$ cat src/pkg/lot_pkg.sv
// Purpose: shared constants and carrier types for the lo/if tuning register bank
// Assumes: 8-bit register addresses and data from the serial protocol engine
// Notes:   every writable register keeps its reserved bits at zero
package lot_pkg;

   // register offsets
   localparam logic [7:0] DBL_OFS      = 8'h21;
   localparam logic [7:0] QUAD_OFS     = 8'h22;
   localparam logic [7:0] FWD_GAIN_OFS = 8'h23;
   localparam logic [7:0] REV_GAIN_OFS = 8'h24;
   localparam logic [7:0] CORNER_OFS   = 8'h25;
   localparam logic [7:0] TEMP_OFS     = 8'h26;

   // writable bits of each register, reserved bits are zero in the mask
   localparam logic [7:0] DBL_MASK     = 8'h1F;
   localparam logic [7:0] QUAD_MASK    = 8'h0F;
   localparam logic [7:0] GAIN_MASK    = 8'h7F;
   localparam logic [7:0] CORNER_MASK  = 8'hFF;
   localparam logic [7:0] TEMP_MASK    = 8'h1F;

   // field positions
   localparam int DBL_MSB       = 4;
   localparam int QUAD_MSB      = 3;
   localparam int GAIN_MSB      = 6;
   localparam int NARROW_LSB    = 4;
   localparam int NARROW_MSB    = 7;
   localparam int WIDE_MSB      = 3;
   localparam int TEMP_MSB      = 4;

   // reset values
   localparam logic [7:0] REG_RST      = 8'h00;
   localparam logic [4:0] TEMP_RST     = 5'h00;

   // gain code equals gain in db, applied in steps of this size
   localparam int GAIN_STEP_DB  = 6;
   // sensor scale in milli-degrees celsius
   localparam int TEMP_STEP_MDEGC  = 7400;
   localparam int TEMP_FIRST_MDEGC = -44600;

   // writable register table, one entry per register
   localparam int NUM_WR = 5;
   localparam logic [7:0] WR_OFS  [NUM_WR] = '{DBL_OFS, QUAD_OFS, FWD_GAIN_OFS,
                                               REV_GAIN_OFS, CORNER_OFS};
   localparam logic [7:0] WR_MASK [NUM_WR] = '{DBL_MASK, QUAD_MASK, GAIN_MASK,
                                               GAIN_MASK, CORNER_MASK};
   localparam int IDX_DBL    = 0;
   localparam int IDX_QUAD   = 1;
   localparam int IDX_FWD_GAIN = 2;
   localparam int IDX_REV_GAIN = 3;
   localparam int IDX_CORNER = 4;

   // register access from the serial engine
   typedef struct packed {
      logic [7:0] addr;
      logic [7:0] wdata;
      logic       wr;
      logic       rd;
   } lot_req_t;

   // tuning codes handed to the analog blocks
   typedef struct packed {
      logic [4:0] doubler_filter_tune;
      logic [3:0] quad_filter_tune;
      logic [6:0] forward_if_gain;
      logic [6:0] reverse_if_gain;
      logic [3:0] narrow_if_corner;
      logic [3:0] wide_if_corner;
   } lot_tune_t;

endpackage

$ cat src/verilog/lot_field_reg.sv
// Purpose: one 8-bit writable register with a mask of writable bits
// Assumes: write strobe is a single-cycle pulse on clk_sys_in
// Notes:   bits outside the mask hold their reset value and ignore writes
`timescale 1ns/1ps
`default_nettype none
module lot_field_reg #(
   parameter logic [7:0] MASK = 8'hFF,
   parameter logic [7:0] RST  = 8'h00
) (
   input  wire logic       clk_sys_in,  // system clock
   input  wire logic       rstn_in,     // async reset, active low
   input  wire logic       we_in,       // write strobe
   input  wire logic [7:0] wdata_in,    // write data
   output logic      [7:0] q_out        // stored value
);
   logic [7:0] q_q;
   wire  [7:0] q_d = we_in ? (wdata_in & MASK) : q_q;

   // masked storage
   always_ff @(posedge clk_sys_in or negedge rstn_in) begin
      if (!rstn_in) begin
         q_q <= RST & MASK;
      end else begin
         q_q <= q_d;
      end
   end

   assign q_out = q_q;

   chk_masked_bits: assert property (@(posedge clk_sys_in) disable iff (!rstn_in)
      (q_q & ~MASK) == 8'h00) else $error("reserved bit set in field register");
endmodule // lot_field_reg
`default_nettype wire

$ cat src/verilog/lot_temp_sync.sv
// Purpose: bring the sensor code into the clock domain and hold a clean copy
// Assumes: the sensor code changes slowly compared with clk_sys_in
// Notes:   a new code is taken only when two synced samples agree
`timescale 1ns/1ps
`default_nettype none
module lot_temp_sync (
   input  wire logic       clk_sys_in,  // system clock
   input  wire logic       rstn_in,     // async reset, active low
   input  wire logic [4:0] sensor_in,   // raw thermometer code, asynchronous
   output logic      [4:0] code_out     // stable thermometer code
);
   import lot_pkg::*;

   logic [4:0] sync1_q;
   logic [4:0] sync2_q;
   logic [4:0] prev_q;
   logic [4:0] code_q;
   wire        agree = (sync2_q == prev_q);

   // two-flop synchroniser, then an agreement filter against bit skew
   always_ff @(posedge clk_sys_in or negedge rstn_in) begin
      if (!rstn_in) begin
         sync1_q <= TEMP_RST;
         sync2_q <= TEMP_RST;
         prev_q  <= TEMP_RST;
         code_q  <= TEMP_RST;
      end else begin
         sync1_q <= sensor_in;
         sync2_q <= sync1_q;
         prev_q  <= sync2_q;
         code_q  <= agree ? sync2_q : code_q;
      end
   end

   assign code_out = code_q;

   chk_temp_filter: assert property (@(posedge clk_sys_in) disable iff (!rstn_in)
      !$stable(code_q) |-> $past(sync2_q) == $past(prev_q)) else $error("temp code took unsettled sample");
endmodule // lot_temp_sync
`default_nettype wire

$ cat src/verilog/lot_reg_bank.sv
// Purpose: lo filter tuning, if gain, if corner and thermometer registers
// Assumes: the serial engine delivers one-cycle read and write strobes on clk_sys_in
// Notes:   reads answer one cycle after the strobe; unmapped reads return zero
//
// Function
// - A 5-bit read-write code, zero at reset, tunes the filter in the lo doubler.
// - The low 4 bits at 0x22 are a read-write code, zero at reset, tuning the lo quadrupler filter.
// - At 0x23 a 7-bit read-write forward if gain code, zero at reset, equals gain in db in 6 db steps.
// - At 0x24 a 7-bit read-write reverse if gain code, zero at reset, uses the same encoding.
// - The upper 4 bits at 0x25 are a read-write narrow-band if filter corner code, zero at reset.
// - The lower 4 bits at 0x25 are a read-write wideband if filter corner code, zero at reset.
// - At 0x26 a read-only 5-bit thermometer code reads about 7.4 c per step, first step at -44.6 c.
// - The doubler code lives at 0x21 and bits 7 to 5 there are reserved and read-only.
`timescale 1ns/1ps
`default_nettype none
module lot_reg_bank (
   input  wire logic              clk_sys_in,   // system clock, 25 mhz
   input  wire logic              rstn_in,      // async reset, active low
   input  wire lot_pkg::lot_req_t req_in,       // register request from serial engine
   input  wire logic [4:0]        temp_sense_in, // raw thermometer code, asynchronous
   output logic      [7:0]        rd_data_out,  // read data, registered
   output logic                   rd_valid_out, // read data valid pulse
   output logic                   rd_hit_out,   // read hit a mapped register
   output lot_pkg::lot_tune_t     tune_out      // tuning codes to analog blocks
);
   import lot_pkg::*;

   // stored register images, reserved bits already zero
   logic [7:0] reg_val [NUM_WR];
   logic [4:0] temp_code;

   // read path state
   logic [7:0] rd_data_q;
   logic [7:0] rd_data_d;
   logic       rd_valid_q;
   logic       rd_hit_q;
   logic       rd_hit_d;

   // address decode for the thermometer register
   wire        sel_temp  = (req_in.addr == TEMP_OFS);
   wire [7:0]  temp_word = {3'h0, temp_code};

   // one masked register per writable offset
   genvar gi;
   generate
      for (gi = 0; gi < NUM_WR; gi++) begin : g_reg
         wire sel = (req_in.addr == WR_OFS[gi]);
         wire we  = req_in.wr & sel;
         lot_field_reg #(
            .MASK (WR_MASK[gi]),
            .RST  (REG_RST)
         ) u_reg (
            .clk_sys_in (clk_sys_in),
            .rstn_in    (rstn_in),
            .we_in      (we),
            .wdata_in   (req_in.wdata),
            .q_out      (reg_val[gi])
         );
      end
   endgenerate

   // thermometer code is only ever read, writes to its offset are dropped
   lot_temp_sync u_temp (
      .clk_sys_in (clk_sys_in),
      .rstn_in    (rstn_in),
      .sensor_in  (temp_sense_in),
      .code_out   (temp_code)
   );

   // read decode, one named select per mapped offset
   wire        sel_dbl    = (req_in.addr == DBL_OFS);
   wire        sel_quad   = (req_in.addr == QUAD_OFS);
   wire        sel_fwd    = (req_in.addr == FWD_GAIN_OFS);
   wire        sel_rev    = (req_in.addr == REV_GAIN_OFS);
   wire        sel_corner = (req_in.addr == CORNER_OFS);

   // read select, each image gated by its select, unmapped offsets answer zero
   assign rd_hit_d  = sel_dbl | sel_quad | sel_fwd | sel_rev | sel_corner | sel_temp;
   assign rd_data_d = ({8{sel_dbl}}    & reg_val[IDX_DBL])
                    | ({8{sel_quad}}   & reg_val[IDX_QUAD])
                    | ({8{sel_fwd}}    & reg_val[IDX_FWD_GAIN])
                    | ({8{sel_rev}}    & reg_val[IDX_REV_GAIN])
                    | ({8{sel_corner}} & reg_val[IDX_CORNER])
                    | ({8{sel_temp}}   & temp_word);

   // read data register, loaded on the read strobe
   always_ff @(posedge clk_sys_in or negedge rstn_in) begin
      if (!rstn_in) begin
         rd_data_q  <= REG_RST;
         rd_valid_q <= 1'b0;
         rd_hit_q   <= 1'b0;
      end else begin
         rd_data_q  <= req_in.rd ? rd_data_d : rd_data_q;
         rd_valid_q <= req_in.rd;
         rd_hit_q   <= req_in.rd ? rd_hit_d : rd_hit_q;
      end
   end

   assign rd_data_out  = rd_data_q;
   assign rd_valid_out = rd_valid_q;
   assign rd_hit_out   = rd_hit_q;

   // tuning fields out of the register images
   assign tune_out = '{
      doubler_filter_tune: reg_val[IDX_DBL][DBL_MSB:0],
      quad_filter_tune:    reg_val[IDX_QUAD][QUAD_MSB:0],
      forward_if_gain:     reg_val[IDX_FWD_GAIN][GAIN_MSB:0],
      reverse_if_gain:     reg_val[IDX_REV_GAIN][GAIN_MSB:0],
      narrow_if_corner:    reg_val[IDX_CORNER][NARROW_MSB:NARROW_LSB],
      wide_if_corner:      reg_val[IDX_CORNER][WIDE_MSB:0]
   };

   // checks: each write lands in its field one cycle later

   chk_doubler_write: assert property (@(posedge clk_sys_in) disable iff (!rstn_in)
      (req_in.wr && req_in.addr == DBL_OFS) |=>
         tune_out.doubler_filter_tune == $past(req_in.wdata[DBL_MSB:0]))
      else $error("doubler code did not take write");

   chk_quad_write: assert property (@(posedge clk_sys_in) disable iff (!rstn_in)
      (req_in.wr && req_in.addr == QUAD_OFS) |=>
         tune_out.quad_filter_tune == $past(req_in.wdata[QUAD_MSB:0]))
      else $error("quadrupler code did not take write");

   chk_fwd_gain_write: assert property (@(posedge clk_sys_in) disable iff (!rstn_in)
      (req_in.wr && req_in.addr == FWD_GAIN_OFS) |=>
         tune_out.forward_if_gain == $past(req_in.wdata[GAIN_MSB:0]))
      else $error("forward gain did not take write");

   chk_rev_gain_write: assert property (@(posedge clk_sys_in) disable iff (!rstn_in)
      (req_in.wr && req_in.addr == REV_GAIN_OFS) |=>
         tune_out.reverse_if_gain == $past(req_in.wdata[GAIN_MSB:0]))
      else $error("reverse gain did not take write");

   chk_narrow_write: assert property (@(posedge clk_sys_in) disable iff (!rstn_in)
      (req_in.wr && req_in.addr == CORNER_OFS) |=>
         tune_out.narrow_if_corner == $past(req_in.wdata[NARROW_MSB:NARROW_LSB]))
      else $error("narrow corner did not take write");

   chk_wide_write: assert property (@(posedge clk_sys_in) disable iff (!rstn_in)
      (req_in.wr && req_in.addr == CORNER_OFS) |=>
         tune_out.wide_if_corner == $past(req_in.wdata[WIDE_MSB:0]))
      else $error("wide corner did not take write");

   // checks: read answers, write protection and reset values

   chk_temp_read: assert property (@(posedge clk_sys_in) disable iff (!rstn_in)
      (req_in.rd && req_in.addr == TEMP_OFS) |=>
         rd_valid_out && rd_hit_out && rd_data_out == {3'h0, $past(temp_code)})
      else $error("thermometer read returned wrong value");

   chk_temp_readonly: assert property (@(posedge clk_sys_in) disable iff (!rstn_in)
      (req_in.wr && req_in.addr == TEMP_OFS) |=> $stable(tune_out))
      else $error("write to thermometer changed a tuning code");

   chk_doubler_addr: assert property (@(posedge clk_sys_in) disable iff (!rstn_in)
      (req_in.wr && req_in.addr != DBL_OFS) |=> $stable(tune_out.doubler_filter_tune))
      else $error("doubler code changed by foreign write");

   chk_reserved_read: assert property (@(posedge clk_sys_in) disable iff (!rstn_in)
      (req_in.rd && req_in.addr == DBL_OFS) |=> rd_data_out[7:5] == 3'h0 &&
         rd_data_out[DBL_MSB:0] == $past(tune_out.doubler_filter_tune))
      else $error("doubler readback mismatch");

   chk_reserved_zero: assert property (@(posedge clk_sys_in) disable iff (!rstn_in)
      (req_in.rd && (req_in.addr == FWD_GAIN_OFS || req_in.addr == REV_GAIN_OFS)) |=>
         !rd_data_out[7])
      else $error("reserved gain bit read as one");

   chk_unmapped_read: assert property (@(posedge clk_sys_in) disable iff (!rstn_in)
      (req_in.rd && (req_in.addr < DBL_OFS || req_in.addr > TEMP_OFS)) |=>
         rd_valid_out && !rd_hit_out && rd_data_out == 8'h00)
      else $error("unmapped read not answered with zero");

   chk_reset_zero: assert property (@(posedge clk_sys_in)
      $rose(rstn_in) |-> tune_out == '0)
      else $error("tuning codes not zero after reset");

   // checks: every image but the doubler reads back with its reserved bits at zero

   chk_quad_read: assert property (@(posedge clk_sys_in) disable iff (!rstn_in)
      (req_in.rd && sel_quad) |=>
         rd_data_out == {4'h0, $past(tune_out.quad_filter_tune)})
      else $error("quadrupler readback mismatch");

   chk_fwd_gain_read: assert property (@(posedge clk_sys_in) disable iff (!rstn_in)
      (req_in.rd && sel_fwd) |=>
         rd_data_out == {1'b0, $past(tune_out.forward_if_gain)})
      else $error("forward gain readback mismatch");

   chk_rev_gain_read: assert property (@(posedge clk_sys_in) disable iff (!rstn_in)
      (req_in.rd && sel_rev) |=>
         rd_data_out == {1'b0, $past(tune_out.reverse_if_gain)})
      else $error("reverse gain readback mismatch");

   chk_narrow_read: assert property (@(posedge clk_sys_in) disable iff (!rstn_in)
      (req_in.rd && sel_corner) |=>
         rd_data_out[NARROW_MSB:NARROW_LSB] == $past(tune_out.narrow_if_corner))
      else $error("narrow corner readback mismatch");

   chk_wide_read: assert property (@(posedge clk_sys_in) disable iff (!rstn_in)
      (req_in.rd && sel_corner) |=>
         rd_data_out[WIDE_MSB:0] == $past(tune_out.wide_if_corner))
      else $error("wide corner readback mismatch");

   chk_quad_reserved: assert property (@(posedge clk_sys_in) disable iff (!rstn_in)
      (req_in.rd && sel_quad) |=>
         rd_data_out[7:4] == 4'h0)
      else $error("reserved quadrupler bits read as one");

   chk_temp_reserved: assert property (@(posedge clk_sys_in) disable iff (!rstn_in)
      (req_in.rd && sel_temp) |=>
         rd_data_out[7:5] == 3'h0)
      else $error("reserved thermometer bits read as one");

   // checks: a write, an idle cycle and a read return the masked write data

   chk_doubler_roundtrip: assert property (@(posedge clk_sys_in) disable iff (!rstn_in)
      (req_in.wr && sel_dbl) ##1 !req_in.wr ##1 (req_in.rd && sel_dbl) |=>
         rd_data_out == ($past(req_in.wdata, 3) & DBL_MASK))
      else $error("doubler write not read back masked");

   chk_quad_roundtrip: assert property (@(posedge clk_sys_in) disable iff (!rstn_in)
      (req_in.wr && sel_quad) ##1 !req_in.wr ##1 (req_in.rd && sel_quad) |=>
         rd_data_out == ($past(req_in.wdata, 3) & QUAD_MASK))
      else $error("quadrupler write not read back masked");

   chk_fwd_roundtrip: assert property (@(posedge clk_sys_in) disable iff (!rstn_in)
      (req_in.wr && sel_fwd) ##1 !req_in.wr ##1 (req_in.rd && sel_fwd) |=>
         rd_data_out == ($past(req_in.wdata, 3) & GAIN_MASK))
      else $error("forward gain write not read back masked");

   chk_rev_roundtrip: assert property (@(posedge clk_sys_in) disable iff (!rstn_in)
      (req_in.wr && sel_rev) ##1 !req_in.wr ##1 (req_in.rd && sel_rev) |=>
         rd_data_out == ($past(req_in.wdata, 3) & GAIN_MASK))
      else $error("reverse gain write not read back masked");

   chk_corner_roundtrip: assert property (@(posedge clk_sys_in) disable iff (!rstn_in)
      (req_in.wr && sel_corner) ##1 !req_in.wr ##1 (req_in.rd && sel_corner) |=>
         rd_data_out == ($past(req_in.wdata, 3) & CORNER_MASK))
      else $error("corner write not read back");

   // checks: images hold without a write, read port keeps its timing

   chk_doubler_hold: assert property (@(posedge clk_sys_in) disable iff (!rstn_in)
      !(req_in.wr && sel_dbl) |=>
         $stable(tune_out.doubler_filter_tune))
      else $error("doubler code moved without a write");

   chk_quad_hold: assert property (@(posedge clk_sys_in) disable iff (!rstn_in)
      !(req_in.wr && sel_quad) |=>
         $stable(tune_out.quad_filter_tune))
      else $error("quadrupler code moved without a write");

   chk_fwd_gain_hold: assert property (@(posedge clk_sys_in) disable iff (!rstn_in)
      !(req_in.wr && sel_fwd) |=>
         $stable(tune_out.forward_if_gain))
      else $error("forward gain moved without a write");

   chk_rev_gain_hold: assert property (@(posedge clk_sys_in) disable iff (!rstn_in)
      !(req_in.wr && sel_rev) |=>
         $stable(tune_out.reverse_if_gain))
      else $error("reverse gain moved without a write");

   chk_narrow_hold: assert property (@(posedge clk_sys_in) disable iff (!rstn_in)
      !(req_in.wr && sel_corner) |=>
         $stable(tune_out.narrow_if_corner))
      else $error("narrow corner moved without a write");

   chk_wide_hold: assert property (@(posedge clk_sys_in) disable iff (!rstn_in)
      !(req_in.wr && sel_corner) |=>
         $stable(tune_out.wide_if_corner))
      else $error("wide corner moved without a write");

   chk_unmapped_write: assert property (@(posedge clk_sys_in) disable iff (!rstn_in)
      (req_in.wr && (req_in.addr < DBL_OFS || req_in.addr > TEMP_OFS)) |=>
         $stable(tune_out))
      else $error("unmapped write changed a tuning code");

   chk_valid_pulse: assert property (@(posedge clk_sys_in) disable iff (!rstn_in)
      req_in.rd |=>
         rd_valid_out)
      else $error("read strobe not answered next cycle");

   chk_valid_idle: assert property (@(posedge clk_sys_in) disable iff (!rstn_in)
      !req_in.rd |=>
         !rd_valid_out)
      else $error("read valid without a read strobe");

   chk_read_hold: assert property (@(posedge clk_sys_in) disable iff (!rstn_in)
      !req_in.rd |=>
         $stable(rd_data_out) && $stable(rd_hit_out))
      else $error("read answer moved without a read");

   chk_mapped_hit: assert property (@(posedge clk_sys_in) disable iff (!rstn_in)
      (req_in.rd && req_in.addr >= DBL_OFS && req_in.addr <= TEMP_OFS) |=>
         rd_valid_out && rd_hit_out)
      else $error("mapped read not flagged as hit");

   chk_read_reset_idle: assert property (@(posedge clk_sys_in)
      $rose(rstn_in) |->
         rd_data_out == 8'h00 && !rd_valid_out && !rd_hit_out)
      else $error("read port not idle after reset");

endmodule // lot_reg_bank
`default_nettype wire

$ cat config.mk
export PLATFORM = sky130hd
export DESIGN_NAME = lot_reg_bank
export DESIGN_NICKNAME = d
export VERILOG_FILES = /design/src/pkg/lot_pkg.sv /design/src/verilog/lot_field_reg.sv /design/src/verilog/lot_temp_sync.sv /design/src/verilog/lot_reg_bank.sv
export SDC_FILE = /design/constraint.sdc
export NUM_CORES = 1
export LEC_CHECK = 0
export BUFFER_PORTS_ARGS = -buffer_cell sky130_fd_sc_hd__buf_2
export CAP_MARGIN = 30
export CORE_ASPECT_RATIO = 0.7
export CORE_MARGIN = 1.5
export CORE_UTILIZATION = 56
export CTS_CLUSTER_DIAMETER = 30
export DETAILED_ROUTE_END_ITERATION = 7
export PLACE_DENSITY_LB_ADDON = 0.12
export SETUP_SLACK_MARGIN = 0.5
export SLEW_MARGIN = 20
export SYNTH_ARGS = -nofsm -noshare
export SYNTH_HDL_FRONTEND = slang
export SYNTH_SLANG_ARGS = --single-unit
$ cat constraint.sdc
create_clock -name clk_sys_in -period 2.3 [get_ports clk_sys_in]
set_input_delay 0.23 -clock clk_sys_in [delete_from_list [all_inputs] [get_ports clk_sys_in]]
set_output_delay 0.23 -clock clk_sys_in [all_outputs]
set_load 0.02 [all_outputs]
==> metrics.md <==
| Metric | Value |
|---|---|
| Setup ws final | `0.775 ns` |
| Top cells by area, synth | `dfrtp_1 (60%), mux2_2 (18%), mux2i_1 (2.0%)` |
| Clock power frac | `38.2%` |
| WL per Instance | `16.8 um` |
| Fraction of the mapped netlist area in simple logic gates | `under 10%` |
| Cell with the most instances after synthesis | `dfrtp_1` |
| Hold path start | `req_in[9]` |
| Port bufs | `65` |
| Max Freq | `about 660 MHz` |
| Post-synth top flop | `dfrtp_1` |
| Post-CTS Setup Bufs | `0` |
| Initial detailed-routing violation count | `78` |
| Final setup fails | `0` |
| Compound-Gate Fraction of Synth Area | `6.23%` |
| Share of layout cells above drive strength 1 | `50.4%` |
| Share of the synthesized area in the top cell type | `60.3%` |
| Vias/cell | `5.47` |
| Post-cts sizing count | `0` |
| CTS tree | `yes` |
| Layout Skew | `0.00840 ns` |
| Routability cong. | `around 0.77` |
| Most frequent cells after synthesis | `dfrtp_1 (61), mux2_2 (41), inv_1 (9), mux2i_1 (5), nand2_1 (5)` |
| FF-to-FF Start | `u_temp.sync2_q[3]$_DFF_PN0_` |
| Worst Path Required | `around 2.5 ns` |
| Placed insts | `~300` |
| Post-Route WL | `5330 um` |
| Leading area contributor after synthesis | `dfrtp_1` |
| Largest net degree at the start of global routing | `62` |
| Sequential power share | `50.4%` |
| Leakage | `1.69 nW` |
| Adder-cell share of the synthesized area | `0%` |
| Crit path time final | `1.52 ns` |
| Mapped Cells | `178` |
| Async SR Flop Fraction | `between 90% and 100%` |
| Reported net switching power | `582 uW` |
| Post-synthesis mux area share | `between 20% and 30%` |
| RSZ-0062 raised after global routing | `no` |
| Top Ports | `between 60 and 70` |
| Setup TNS Final | `0 ns` |
| CP Launch Type | `input port` |
| Vias in the first global route | `between 1500 and 2000` |
| Post-synth cell types | `31` |
| Hold Path Sink | `g_reg[4].u_reg.q_out[7]$_DFFE_PN0P_` |
| HPWL Detailed | `3650 um` |
| Hold Path Cell Cnt | `2` |
| Number of nets with antenna violations after routing | `0` |
| Root Driver | `clkbuf_8` |
| CTS clk-pin slew, worst paths | `around 0.06 ns` |
| Hold buffer count at cts | `6` |
| Antenna diodes | `0` |
| Nets | `282` |
| Worst Tran Pin Value | `0.558 ns` |
| Sw Ratio | `roughly 24%` |
| Crit-path max FO | `8` |
| VDD IR max | `0.000593 V` |
| Residual DRC | `0` |
| Syn Area/Cell | `14.2 um^2` |
| H-tree Lvls | `3` |
| Yosys warns | `0` |
| Pint | `1.80 mW` |
| Logic pwr share | `a little under an eighth` |
| Clock sink total | `61` |
| Fillcell total | `300` |
| CTS buffer count | `9` |
| Rows | `20` |
| CTS Buffer Depth | `2` |
| Status | `finished, final reports clean` |
| Initial antenna violation count | `0` |
| XOR/XNOR Fraction of Synth Area | `1.73%` |
| Tcrit/Tclk final | `about two thirds` |
| Reg-to-Reg End | `u_temp.code_out[1]$_DFFE_PN0N_` |
| Initial Util | `58.5%` |
| Max_cap viols | `0` |
| Slew Limit Fails | `0` |
| Area grow syn2layout | `26.0%` |
| Final Hold Violating Endpoints | `0` |
| Die area | `about 4900 um^2` |
| Die height | `59.3 um` |
| Pre-antenna DRT Iters | `4` |
| Die W | `83.4 um` |
| Sequential-to-total area share from yosys stat | `60.3%` |
| Post-Place Worst Slack | `0.435 ns` |
| Synthesized flop and latch total | `61` |
| CP arrival | `1.74 ns` |
| PD cells | `749 nW/um^2` |
| Syn nets | `203` |
| CP endpoint kind | `register` |
| Core Box Area | `approximately 4300 um^2` |
| Reg-to-reg slack, setup | `between 0.8 and 0.9 ns` |
| Reg2reg path depth | `5` |
| GRT Overall Usage | `24.1%` |
| Synthesized cell area | `2530 um^2` |
| Post-synth EDFFs | `0` |
| Main combinational cell family by area after synthesis | `multiplexers` |
| WS Path Type | `in -> reg` |
| Non-Filler Instances | `317` |
| Vias | `1735` |
| Total power | `2.39 mW` |
| Rel. slew slack | `62.5%` |
| Clk Latency, worst-skew pair | `0.34 ns` |
| Worst hold path class | `in -> reg` |
| Total gr overflow | `0` |
| Wire length of the first global-routing pass | `8840 um` |
## layout by cell type, fill, tap and decap left out, types with 2 or more instances in the layout
cell type / count
nor2_1: 2
clkinv_2: 4
xnor2_1: 3
inv_1: 9
dlygate4sd3_1: 6
nand2b_1: 2
mux2_2: 41
nor2b_1: 3
nand3_1: 4
nand4_1: 2
buf_4: 4
nand4_2: 2
a32oi_1: 2
xor2_1: 2
buf_2: 65
mux2i_1: 5
o21ai_0: 3
o32ai_1: 3
and3b_1: 2
dfrtp_1: 61
o211a_1: 4
a221oi_1: 3
clkbuf_8: 10
nand2_1: 5
o22ai_1: 4
## final cells by class
type	count	area (um^2)	area share [%]
well taps	55	68.8	2.16
flip-flops and latches	61	1530	47.9
repair buffers	76	435	13.7
clock inverters	5	50.0	1.57
inverters	9	33.8	1.06
clock buffers	11	141	4.43
multi-input cells	100	932	29.2
## critical path, stage by stage
cell and delay, ns:
buf_2 0.09, nand2b_1 0.16, nor4_4 0.43, nand4_2 0.42
mux2_2 0.40
## sequential cells by signal, indices dropped and copies added, names as in the netlist
| signal | flops |
|---|---|
| u_temp.prev_q | 5 |
| u_temp.sync2_q | 5 |
| u_temp.code_out | 5 |
| rd_data_out | 8 |
| rd_valid_out | 1 |
| u_temp.sync1_q | 5 |
| g.u_reg.q_out | 31 |
| rd_hit_out | 1 |
## cells by family (layout without fill, tap and decap cells)
| family | count (synthesis) | in the layout |
|---|---|---|
| AO/OA/AOI/OAI | 20 | 20 |
| buffers and inverters | 17 | 101 |
| multiplexers | 47 | 47 |
| XOR/XNOR | 5 | 5 |
| AND/OR/NAND/NOR | 28 | 28 |
| flip-flops | 61 | 61 |
## per-layer routing
| metal | up-vias | share of wire [%] | track usage (%) |
|---|---|---|---|
| met2 | 66 | 43 | 33.6 |
| met5 | - | 0 | 0 |
| met4 | 0 | 1.0 | 6.43 |
| li1 | 809 | - | - |
| met1 | 855 | 48 | 35.2 |
| met3 | 5 | 8.1 | 9.89 |
## per-stage QoR
step	area, um^2	util, %	hold WS, ns
2_1_floorplan	2530	-	-0.0656
3_3_place_gp	2940	67.8	0.258
3_5_place_dp	2940	67.8	0.260
4_1_cts	3190	73.6	0.118
5_1_grt	3190	73.6	0.126
6_report	3190	73.6	0.131
## power by group through the flow
stage / logic [mW] / registers [mW] / clock network [mW]
2_1_floorplan: 0.124 / 1.24 / 0
3_3_place_gp: 0.261 / 1.22 / 0
3_5_place_dp: 0.268 / 1.22 / 0
4_1_cts: 0.277 / 1.20 / 0.930
5_1_grt: 0.298 / 1.21 / 0.985
6_report: 0.273 / 1.20 / 0.911
## worst max-delay path by stage
stage / slack [ns] / start / cells past startpoint / end
5_1_grt: 0.69 / u_temp.sync2_q[3]$_DFF_PN0_ / 5 / u_temp.code_out[1]$_DFFE_PN0N_
3_5_place_dp: 0.43 / req_in[17] / 5 / g_reg[1].u_reg.q_out[3]$_DFFE_PN0P_
4_1_cts: 0.78 / req_in[17] / 5 / g_reg[2].u_reg.q_out[6]$_DFFE_PN0P_
2_1_floorplan: 0.73 / req_in[17] / 5 / g_reg[0].u_reg.q_out[0]$_DFFE_PN0P_
3_3_place_gp: 0.45 / req_in[17] / 5 / g_reg[1].u_reg.q_out[3]$_DFFE_PN0P_
6_report: 0.78 / req_in[17] / 5 / g_reg[2].u_reg.q_out[6]$_DFFE_PN0P_
(Power assumes the default switching activity.)
